$ cat src/simd_state_pkg.sv
// Purpose: shared constants and carriers for the vector register state
// Assumes: one core clock, pipeline drives requests synchronously
// Notes:   control register field layout and reset values live here
package simd_state_pkg;

  // ==========================================================================
  // sizes
  localparam int VEC_W   = 128;
  localparam int NUM_VEC = 8;
  localparam int IDX_W   = 3;
  localparam int CSR_W   = 32;
  localparam int PI_W    = 64;
  localparam int GP_W    = 32;
  localparam int FLG_W   = 32;
  localparam int BYTES_W = 5;

  // ==========================================================================
  // control register field positions
  localparam int EXC_FLAG_LO = 0;
  localparam int EXC_FLAG_HI = 5;
  localparam int DENORM_ZERO_BIT = 6;
  localparam int EXC_MASK_LO = 7;
  localparam int EXC_MASK_HI = 12;
  localparam int ROUND_LO    = 13;
  localparam int ROUND_HI    = 14;
  localparam int FTZ_BIT     = 15;
  localparam int RSV_LO      = 16;
  localparam int RSV_HI      = 31;

  // reset value: masks set, everything else clear
  localparam logic [CSR_W-1:0] CSR_RESET = 32'h0000_1f80;
  localparam logic [CSR_W-1:0] CSR_RSV   = 32'hffff_0000;
  localparam logic [CSR_W-1:0] DENORM_ZERO_MSK = 32'h0000_0040;
  localparam logic [CSR_W-1:0] FLAG_MSK  = 32'h0000_003f;

  // transfer sizes in bytes
  localparam logic [BYTES_W-1:0] SZ_32  = 5'h04;
  localparam logic [BYTES_W-1:0] SZ_64  = 5'h08;
  localparam logic [BYTES_W-1:0] SZ_128 = 5'h10;

  localparam logic [31:0] ZERO32 = 32'h0000_0000;
  localparam logic [63:0] ZERO64 = 64'h0000_0000_0000_0000;

  // ==========================================================================
  // vector access widths
  typedef enum logic [1:0] {
    W_32  = 2'h0,
    W_64  = 2'h1,
    W_128 = 2'h2
  } width_e;

  // control register operations
  typedef enum logic [1:0] {
    CS_NONE    = 2'h0,
    CS_LOAD    = 2'h1,
    CS_RESTORE = 2'h2
  } cs_op_e;

  typedef struct packed {
    logic             en;
    logic [IDX_W-1:0] idx;
    width_e           width;
    logic [VEC_W-1:0] data;
  } vec_wr_s;

  typedef struct packed {
    logic             en;
    logic [IDX_W-1:0] idx;
    width_e           width;
  } vec_rd_s;

  typedef struct packed {
    logic             en;
    logic [IDX_W-1:0] idx;
    logic [PI_W-1:0]  data;
  } pi_wr_s;

  typedef struct packed {
    logic             en;
    logic [IDX_W-1:0] idx;
    logic [GP_W-1:0]  data;
  } gp_wr_s;

endpackage : simd_state_pkg

$ cat src/simd_vector_register_state.sv
// Purpose: architectural state of the single-precision SIMD extension
// Assumes: requests from the pipeline are synchronous to CLOCK_I
// Notes:   arithmetic, exception delivery and cache control stay outside
//          store image bytes past the transfer length read as zero
//          a bad control write keeps the register; an exception in that cycle still sets flags
`timescale 1ns/10ps
module simd_vector_register_state
  import simd_state_pkg::*;
#(
  parameter bit DENORM_ZERO_SUPPORTED = 1'b1
) (
  input  wire logic                              CLOCK_I,
  input  wire logic                              RESETN_I,
  // vector register write and read
  input  wire simd_state_pkg::vec_wr_s           VEC_WR_I,
  input  wire simd_state_pkg::vec_rd_s           VEC_RD_I,
  output logic [simd_state_pkg::VEC_W-1:0]       VEC_RD_DATA_O,
  // memory store image, byte 0 is lowest address
  output logic [simd_state_pkg::VEC_W-1:0]       STORE_BYTES_O,
  output logic [simd_state_pkg::BYTES_W-1:0]     STORE_LEN_O,
  // control register load / restore / read
  input  wire simd_state_pkg::cs_op_e            CS_OP_I,
  input  wire logic [simd_state_pkg::CSR_W-1:0]  CS_WR_DATA_I,
  input  wire logic                              EXC_SET_I,
  input  wire logic [5:0]                        EXC_FLAGS_I,
  output logic [simd_state_pkg::CSR_W-1:0]       CS_RD_DATA_O,
  output logic                                   GP_FAULT_O,
  output logic [1:0]                             ROUND_CTRL_O,
  output logic                                   FLUSH_ZERO_O,
  output logic                                   DENORM_ZERO_O,
  output logic [5:0]                             EXC_MASK_O,
  output logic [5:0]                             EXC_FLAG_O,
  // compare result onto flags register
  input  wire logic                              CMP_VALID_I,
  input  wire logic [simd_state_pkg::FLG_W-1:0]  CMP_FLAGS_I,
  output logic [simd_state_pkg::FLG_W-1:0]       FLAGS_REG_O,
  // packed-integer registers
  input  wire simd_state_pkg::pi_wr_s            PI_WR_I,
  input  wire logic [simd_state_pkg::IDX_W-1:0]  PI_RD_IDX_I,
  output logic [simd_state_pkg::PI_W-1:0]        PI_RD_DATA_O,
  // general-purpose operand registers
  input  wire simd_state_pkg::gp_wr_s            GP_WR_I,
  input  wire logic [simd_state_pkg::IDX_W-1:0]  GP_RD_IDX_I,
  output logic [simd_state_pkg::GP_W-1:0]        GP_RD_DATA_O
);
  import simd_state_pkg::*;

  // ==========================================================================
  // storage
  logic [VEC_W-1:0] vec_ff [NUM_VEC];
  logic [PI_W-1:0]  pi_ff  [NUM_VEC];
  logic [GP_W-1:0]  gp_ff  [NUM_VEC];
  logic [CSR_W-1:0] csr_ff;
  logic [FLG_W-1:0] flags_ff;
  logic [VEC_W-1:0] rd_data_ff;
  logic [VEC_W-1:0] store_ff;
  logic [BYTES_W-1:0] store_len_ff;
  logic [PI_W-1:0]  pi_rd_ff;
  logic [GP_W-1:0]  gp_rd_ff;
  logic             gp_fault_ff;
  logic [VEC_W-1:0] vec_sel;
  logic             cs_write;
  logic             cs_bad;
  logic [CSR_W-1:0] nxt_csr;
  logic [FLG_W-1:0] nxt_flags;
  logic             rsv_bad;
  logic             denorm_bad;
  logic [CSR_W-1:0] exc_bits;
  wire  logic [NUM_VEC-1:0] vec_wen;
  wire  logic [NUM_VEC-1:0] pi_wen;
  wire  logic [NUM_VEC-1:0] gp_wen;
  wire  logic [VEC_W-1:0]   store_img;

  localparam int BYTE_W    = 8;
  localparam int NUM_BYTES = VEC_W / BYTE_W;

  // ==========================================================================
  // write decode, one enable per register slot
  genvar g;
  generate
    for (g = 0; g < NUM_VEC; g++) begin : g_dec
      assign vec_wen[g] = VEC_WR_I.en && (VEC_WR_I.idx == IDX_W'(g));
      assign pi_wen[g]  = PI_WR_I.en && (PI_WR_I.idx == IDX_W'(g));
      assign gp_wen[g]  = GP_WR_I.en && (GP_WR_I.idx == IDX_W'(g));
    end
  endgenerate

  // ==========================================================================
  // vector registers, one private slot per index
  // untouched lanes keep their value on the narrow widths
  generate
    for (g = 0; g < NUM_VEC; g++) begin : g_vec
      always_ff @(posedge CLOCK_I or negedge RESETN_I) begin
        if (!RESETN_I) begin
          vec_ff[g] <= '0;
        end else if (vec_wen[g]) begin
          unique case (VEC_WR_I.width)
            W_32: begin
              vec_ff[g][31:0] <= VEC_WR_I.data[31:0];
            end
            W_64: begin
              vec_ff[g][63:0] <= VEC_WR_I.data[63:0];
            end
            W_128: begin
              vec_ff[g] <= VEC_WR_I.data;
            end
            default: begin
              vec_ff[g] <= vec_ff[g];
            end
          endcase
        end
      end
    end
  endgenerate

  // ==========================================================================
  // vector read and memory store image
  // read data goes only to operand and store paths, never to addressing
  always_comb begin
    vec_sel = vec_ff[VEC_RD_I.idx];
  end

  // read data: low lanes of the selected register, upper lanes zero for W_32 and W_64; W_128 returns the whole register
  always_ff @(posedge CLOCK_I or negedge RESETN_I) begin
    if (!RESETN_I) begin
      rd_data_ff <= '0;
    end else if (VEC_RD_I.en) begin
      unique case (VEC_RD_I.width)
        W_32: begin
          rd_data_ff <= {ZERO64, ZERO32, vec_sel[31:0]};
        end
        W_64: begin
          rd_data_ff <= {ZERO64, vec_sel[63:0]};
        end
        default: begin
          rd_data_ff <= vec_sel;
        end
      endcase
    end
  end

  // byte count of the memory transfer that goes with the read
  always_ff @(posedge CLOCK_I or negedge RESETN_I) begin
    if (!RESETN_I) begin
      store_len_ff <= '0;
    end else if (VEC_RD_I.en) begin
      unique case (VEC_RD_I.width)
        W_32: begin
          store_len_ff <= SZ_32;
        end
        W_64: begin
          store_len_ff <= SZ_64;
        end
        default: begin
          store_len_ff <= SZ_128;
        end
      endcase
    end
  end

  // full copy of the register; the byte lanes below trim it to the length
  always_ff @(posedge CLOCK_I or negedge RESETN_I) begin
    if (!RESETN_I) begin
      store_ff <= '0;
    end else if (VEC_RD_I.en) begin
      store_ff <= vec_sel;
    end
  end

  assign VEC_RD_DATA_O = rd_data_ff;
  assign STORE_LEN_O   = store_len_ff;

  // ==========================================================================
  // memory store image
  // byte k goes to address base+k: least significant byte first
  generate
    for (g = 0; g < NUM_BYTES; g++) begin : g_store_byte
      assign store_img[BYTE_W*g +: BYTE_W] =
        (BYTES_W'(g) < store_len_ff) ? store_ff[BYTE_W*g +: BYTE_W]
                                     : '0;
    end
  endgenerate

  assign STORE_BYTES_O = store_img;

  // ==========================================================================
  // control and status register
  always_comb begin
    cs_write = (CS_OP_I == CS_LOAD) || (CS_OP_I == CS_RESTORE);
  end

  // reserved bits must arrive as zero; bit 6 only where the mode exists
  always_comb begin
    rsv_bad    = (CS_WR_DATA_I & CSR_RSV) != '0;
    denorm_bad = !DENORM_ZERO_SUPPORTED
                 && CS_WR_DATA_I[DENORM_ZERO_BIT];
    cs_bad     = cs_write && (rsv_bad || denorm_bad);
  end

  // detected exceptions land in the flag bits only
  always_comb begin
    exc_bits = '0;
    if (EXC_SET_I) begin
      exc_bits[EXC_FLAG_HI:EXC_FLAG_LO] = EXC_FLAGS_I;
    end
  end

  always_comb begin
    nxt_csr = csr_ff;
    if (cs_write && !cs_bad) begin
      nxt_csr = CS_WR_DATA_I;
    end
    // hardware exception detection sets flags; set wins over a clear
    nxt_csr = nxt_csr | (exc_bits & FLAG_MSK);
    // a mask/flag change here never signals anything outward
    nxt_csr = nxt_csr & ~CSR_RSV;
  end

  always_ff @(posedge CLOCK_I or negedge RESETN_I) begin
    if (!RESETN_I) begin
      csr_ff <= CSR_RESET;
    end else begin
      csr_ff <= nxt_csr;
    end
  end

  // ==========================================================================
  // fault pulse, one cycle after a refused write
  always_ff @(posedge CLOCK_I or negedge RESETN_I) begin
    if (!RESETN_I) begin
      gp_fault_ff <= 1'b0;
    end else begin
      gp_fault_ff <= cs_bad;
    end
  end

  assign GP_FAULT_O    = gp_fault_ff;

  // ==========================================================================
  // control register read and field outputs
  assign CS_RD_DATA_O  = csr_ff & ~CSR_RSV;
  assign EXC_FLAG_O    = csr_ff[EXC_FLAG_HI:EXC_FLAG_LO];
  assign EXC_MASK_O    = csr_ff[EXC_MASK_HI:EXC_MASK_LO];
  assign ROUND_CTRL_O  = csr_ff[ROUND_HI:ROUND_LO];
  assign FLUSH_ZERO_O  = csr_ff[FTZ_BIT];
  assign DENORM_ZERO_O = csr_ff[DENORM_ZERO_BIT];

  // ==========================================================================
  // flags register updated by compares
  always_comb begin
    nxt_flags = flags_ff;
    if (CMP_VALID_I) begin
      nxt_flags = CMP_FLAGS_I;
    end
  end

  always_ff @(posedge CLOCK_I or negedge RESETN_I) begin
    if (!RESETN_I) begin
      flags_ff <= '0;
    end else begin
      flags_ff <= nxt_flags;
    end
  end

  assign FLAGS_REG_O = flags_ff;

  // ==========================================================================
  // packed-integer registers
  generate
    for (g = 0; g < NUM_VEC; g++) begin : g_pi
      always_ff @(posedge CLOCK_I or negedge RESETN_I) begin
        if (!RESETN_I) begin
          pi_ff[g] <= '0;
        end else if (pi_wen[g]) begin
          pi_ff[g] <= PI_WR_I.data;
        end
      end
    end
  endgenerate

  // ==========================================================================
  // general-purpose operand registers
  generate
    for (g = 0; g < NUM_VEC; g++) begin : g_gp
      always_ff @(posedge CLOCK_I or negedge RESETN_I) begin
        if (!RESETN_I) begin
          gp_ff[g] <= '0;
        end else if (gp_wen[g]) begin
          gp_ff[g] <= GP_WR_I.data;
        end
      end
    end
  endgenerate

  // ==========================================================================
  // operand read ports, index sampled every edge
  always_ff @(posedge CLOCK_I or negedge RESETN_I) begin
    if (!RESETN_I) begin
      pi_rd_ff <= '0;
    end else begin
      pi_rd_ff <= pi_ff[PI_RD_IDX_I];
    end
  end

  always_ff @(posedge CLOCK_I or negedge RESETN_I) begin
    if (!RESETN_I) begin
      gp_rd_ff <= '0;
    end else begin
      gp_rd_ff <= gp_ff[GP_RD_IDX_I];
    end
  end

  assign PI_RD_DATA_O = pi_rd_ff;
  assign GP_RD_DATA_O = gp_rd_ff;

  // ==========================================================================
  // execution modes
  // no execution-mode input gates any path: all state works in every mode

endmodule : simd_vector_register_state

$ cat config.mk
export PLATFORM = sky130hd
export DESIGN_NAME = simd_vector_register_state
export DESIGN_NICKNAME = d
export VERILOG_FILES = /design/src/simd_state_pkg.sv /design/src/simd_vector_register_state.sv
export SDC_FILE = /design/constraint.sdc
export NUM_CORES = 2
export LEC_CHECK = 0
export ABC_AREA = 1
export BUFFER_PORTS_ARGS = -buffer_cell sky130_fd_sc_hd__buf_2
export CAP_MARGIN = 10
export CELL_PAD_IN_SITES_DETAIL_PLACEMENT = 0
export CELL_PAD_IN_SITES_GLOBAL_PLACEMENT = 1
export CORE_MARGIN = 2
export CORE_UTILIZATION = 25
export CTS_BUF_LIST = sky130_fd_sc_hd__clkbuf_4 sky130_fd_sc_hd__clkbuf_8 sky130_fd_sc_hd__clkbuf_16
export CTS_CLUSTER_SIZE = 20
export DETAILED_ROUTE_END_ITERATION = 8
export PLACE_DENSITY_LB_ADDON = 0.1
export REMOVE_ABC_BUFFERS = 1
export SLEW_MARGIN = 20
export SYNTH_ARGS = -nofsm -noshare
export SYNTH_HDL_FRONTEND = slang
export SYNTH_SLANG_ARGS = --single-unit
$ cat constraint.sdc
create_clock -name CLOCK_I -period 1.4 [get_ports CLOCK_I]
set_clock_uncertainty 0.2 [all_clocks]
set_input_delay 0.07 -clock CLOCK_I [delete_from_list [all_inputs] [get_ports CLOCK_I]]
set_output_delay 0.07 -clock CLOCK_I [all_outputs]
set_load 0.02 [all_outputs]
* After elaboration in Yosys (flattened, before gate mapping)
Cells that the tools add are included.
** Word-level totals
- Register bits after elaboration :: 2198
- Input bits :: 326
- Output and inout port bits :: 438
- Word-level logic and storage cells :: 186
** Operators by class
- Order comparisons :: 19
- Equality and inequality tests :: 26
- Mux-type cells :: 29
- Bitwise operators :: 4
- Reduce and logical (&&, ||, !) cells :: 60
** Operators with widths (number)
- 128-bit binary-select mux with 3-bit select :: 1
- 128-bit two-way mux :: 2
- 128-bit case mux with 2 select lines :: 1
- 64-bit binary-select mux with 3-bit select :: 1
- 64-bit two-way mux :: 2
- 8-bit two-way mux :: 16
- 32-bit binary-select mux with 3-bit select :: 1
- 32-bit two-way mux :: 2
- 2-bit AND reduction :: 24
- 4-bit by 5-bit less-than comparator with 1-bit output, first input constant :: 8
- 3-bit == test, second input constant :: 12
- 32-bit nonzero test :: 1
- 1-bit logical AND :: 26
- 3-bit by 5-bit less-than comparator with 1-bit output, first input constant :: 4
- 3-bit by 2-bit == test with 1-bit output, second input constant :: 6
- 16-bit two-way mux :: 1
- 16-bit by 6-bit OR with 16-bit output :: 1
- 4-bit >= comparator, second input constant :: 3
- 3-bit NOT with 4-bit output :: 3
- 1-bit by 5-bit less-than comparator with 1-bit output, first input constant :: 2
- 2-bit by 5-bit less-than comparator with 1-bit output, first input constant :: 2
- 5-bit case mux with 2 select lines :: 1
- 3-bit by 1-bit == test with 1-bit output, second input constant :: 3
- 3-bit zero test :: 3
- 8 further kinds :: 12

* Depth between registers and ports, before layout
- Depth after elaboration :: 7
- Gate-level depth with buffers :: 11
- Mapped depth without buffers :: 7

* Worst setup path after synthesis
OpenSTA, ideal clock, no wires.
- Path kind :: register to output
- Start :: register store_len_ff[4] (netlist: STORE_LEN_O[4])
- End :: output port STORE_BYTES_O[0] in the netlist's numbering
- Arrival :: 1.469 ns
- Required time :: 1.130 ns
- Setup slack :: -0.339 ns
- Stages on the path, launching flop included :: 5
- Path through :: dfrtp_1 clkbuf_1 nor3_1 clkbuf_1 nor2_1
** Between the ends
- Longest elaborated chain between the ends :: 2
** RTL lines
- from (decl) :: line simd_vector_register_state.sv:57 : logic [BYTES_W-1:0] store_len_ff;
- from (signal assigned) :: line simd_vector_register_state.sv:145 : store_len_ff <= '0;
- from (signal assigned) :: line simd_vector_register_state.sv:149 : store_len_ff <= SZ_32;
- from (signal assigned) :: line simd_vector_register_state.sv:152 : store_len_ff <= SZ_64;
- 1-bit by 5-bit less-than comparator with 1-bit output :: line simd_vector_register_state.sv:179 : (BYTES_W'(g) < store_len_ff) ? store_ff[BYTE_W*g +: BYTE_W]
- 8-bit two-way mux :: line simd_vector_register_state.sv:179
- to (decl) :: line simd_vector_register_state.sv:19 : output logic [simd_state_pkg::VEC_W-1:0] STORE_BYTES_O,
Every way passes these cells.

* Worst setup path after layout
- Start :: register store_len_ff[3] (netlist: STORE_LEN_O[3])
- End :: output port STORE_BYTES_O[10] in the netlist's numbering
Same word-level chain as after synthesis.

==> out/summary.txt <==
Status = finished with violations
DR DRC count = 0
Post-route clock period utilization = 1.76
Clk slew on worst S/H paths = 0.06 ns
GRT overflow = 0
Die X = 619 µm
Worst r2r src = pi_ff[226]$_DFFE_PN0P_
Sequential share of the synthesized area = 0.573
Area delta synth->final = 37.3%
Reg-to-reg critical path endpoint = PI_RD_DATA_O[34]$_DFF_PN0_
GP Congestion = 0.772
Pwr/cell area = 1430 mW/mm²
Worst-path maximum fanout = 8
Routed len/inst = 19.8 µm
Avg Synthesized Cell Area = 8.28 µm²
CP Capture Point = STORE_BYTES_O[10]
Max-Cap Viols = 0
Sink Count = 2164
VDD IR max = 0.828 mV
Synth Instances = 11400
Worst r2r path cells = 6
Max frequency = 406 MHz
Slew headroom = 0.481
CP peak stage delay = 0.45 ns
Die Span Y = 619 µm
Placed cell count = 17100
Post-Syn Area = 0.0945 mm²
FF-to-FF setup slack = 0.02 ns
Cell mode on critical path = buf_6
Die ar. = 0.383 mm²
DR vias = 82700
Core Rows = 225
I/O pin total = 764
Final worst slack = -1.06 ns
Via density = 4.53
CTS Buffer Depth = 4
Net count, final = 13400
Clock Latency Late Sink = 0.88 ns
First-pass GRT wire length = 548000 µm
Worst path cell trace = buf_6 > nor3_4 > buf_6 > clkbuf_16 > nor2_1 > buf_2
Leak pwr = 62.2 nW
WP data required = 1.13 ns
Hold Path Class = input port to flop
Total CTS buffers = 278
Slowest CP cell = dfrtp_2
Vias in the first global route = 84200
Overall power = 0.186 W
Hold Startpoint = PI_WR_I[8]
Final min period = 2.46 ns
Cell Count, Final, Fillers Out = 18200
Endpoint type of the worst setup path = output pin
Ys Warns = 0
WL met3 = 11900 µm
Final Hold Viols = 0
Layout cell share with drive strength beyond 1 = 0.176
CTS tree = yes
Sequential cell area = 0.0542 mm²
Routed met2 length = 175000 µm
First-pass iteration count of the detailed router = 6
Largest net degree at the start of global routing = 83
HPWL Detailed = 237000 µm
Crit path kind = flop to output pin
Detailed Route Iter0 Violations = 5671
Setup-failing EPs final = 1065
Data arrival, critical path = 2.19 ns
DRT Wirelength = 361000 µm
CP Launch Point = STORE_LEN_O[3]$_DFFE_PN0P_
Post-DRT Antenna Nets = 0
Kind of start point of the critical path = flop
Final hold slack = 0.0632 ns
Unrepaired setup endpoints after global routing = true
Max Slew Vio Count = 0
IO buf count = 745
CTS root buf = clkbuf_16
Core area = 0.376 mm²
Failing checks = setup timing
H-tree depth = 5
Final Core Density = 0.345
Multi-input gate area = 0.0347 mm²
Slew @ Worst Pin = 0.775 ns
Metal-1 WL = 165000 µm
Top Metal Used = met5
Initial antenna violation count = 15
Initial core utilization = 0.251
Synth Register Bits = 2164
Gr usage total = 0.186
Post-synth cell types = 33
Fillcell total = 39100
-- synthesized netlist by cell type, drive strengths merged --
library cell / count / area (µm²)
o211ai: 32 / 240
buf: 366 / 2170
mux2: 32 / 360
inv: 643 / 2420
dfstp: 6 / 158
nor3: 3 / 26.3
nor2: 1564 / 5920
nand3: 559 / 2820
conb: 1 / 3.75
nand4: 38 / 238
or2: 1 / 8.76
ha: 2 / 25.0
nand2: 2755 / 10400
clkbuf: 485 / 1820
dfrtp: 2158 / 54000
o21ai: 2667 / 13400
a21oi: 98 / 490
xor2: 1 / 16.3
a21boi: 1 / 7.51
-- kinds of logic (layout without fill, tap and decap cells) --
kind of cell / count (synthesis) / after routing / synth area share
AND/OR/NAND/NOR: 4920 / 4920 / 0.205
flip-flops: 2164 / 2164 / 0.573
XOR/XNOR: 1 / 1 / 0.000172
adder cells (fa/ha/maj): 2 / 2 / 0.000265
buffers and inverters: 1494 / 3316 / 0.0678
multiplexers: 32 / 32 / 0.00381
other: 1 / 22 / 0.0000397
AO/OA/AOI/OAI: 2798 / 2798 / 0.150
-- sequential cells by signal, summed over array words and instances, names as in the netlist --
register and flops:
PI_RD_DATA_O 64, STORE_LEN_O 3, GP_RD_DATA_O 32, vec_ff 1024
store_ff 96, gp_ff 256, VEC_RD_DATA_O 128, FLAGS_REG_O 32
GP_FAULT_O 1, csr_ff 16, pi_ff 512
-- stage by stage --
stage                     cell area, µm²  setup WS [ns]  TNS (ns)
final                             130000          -1.06   -348.92
after global routing              130000          -1.16   -420.20
after CTS                         129000          -1.19   -404.31
after detailed placement          111000         -0.514   -358.57
after global placement            111000         -0.559   -365.50
after floorplan                    90600          -5.89  -2823.81
-- worst min path at each step --
stage	end	slack (ns)	cells after the start
floorplan	FLAGS_REG_O[0]$_DFFE_PN0P_	-0.43	0
detailed placement	pi_ff[352]$_DFFE_PN0P_	-0.17	1
global placement	pi_ff[352]$_DFFE_PN0P_	-0.16	1
CTS	STORE_LEN_O[2]$_DFFE_PN0P_	-0.003	6
global route	vec_ff[889]$_DFFE_PN0P_	0.07	4
finish	pi_ff[8]$_DFFE_PN0P_	0.06	4
-- cells in the final DEF, fill, tap and decap left out, types with 355 or more instances in the layout --
cell type | Yosys | layout
nand2_1 | 2746 | 2693
o21ai_0 | 2230 | 2215
dfrtp_1 | 2158 | 2096
nor2_1 | 1554 | 1531
dlygate4sd3_1 | 0 | 616
inv_1 | 635 | 600
nand3_1 | 554 | 518
buf_4 | 86 | 499
o21ai_1 | 423 | 437
buf_2 | 202 | 375
buf_6 | 28 | 355
-- metal layers --
metal,GRT usage,up-vias
li1,-,40100
met1,0.249,40500
met2,0.319,1635
met3,0.0182,450
met4,0.0472,8
met5,0,-
-- critical path, delay by kind of cell, from the launching register on --
| family | cells | cell delay [ns] |
|---|---|---|
| buffers and inverters | 4 | 0.65 |
| flip-flops | 1 | 0.45 |
| AND/OR/NAND/NOR | 2 | 0.21 |
-- area by class of cell --
type / count / share of cell area
timing repair buffer: 2195 / 0.176
clock inverter: 57 / 0.00543
antenna: 4 / 0.0000772
clock buffer: 421 / 0.0659
tap: 4994 / 0.0482
sequential: 2164 / 0.418
inverter: 643 / 0.0190
multi-input combinational: 7771 / 0.267
-- where the power goes --
group / total, W / switching [W] / internal (W) / leakage (nW)
clock network: 0.0731 / 0.0292 / 0.0439 / 4.66
registers: 0.0809 / 0.00666 / 0.0742 / 27.2
logic: 0.0321 / 0.0182 / 0.0139 / 30.4
total: 0.186 / 0.0540 / 0.132 / 62.2
-- timing repair --
item	4_1_cts	5_1_grt
gates cloned	3	5
setup endpoints to repair	430	1404
hold buffers	618	3
gates resized for setup	814	155
pin swaps	6	36
hold endpoints to repair	4328	227
buffers inserted	36	25
No activity file was read; power rests on OpenSTA's default activity.
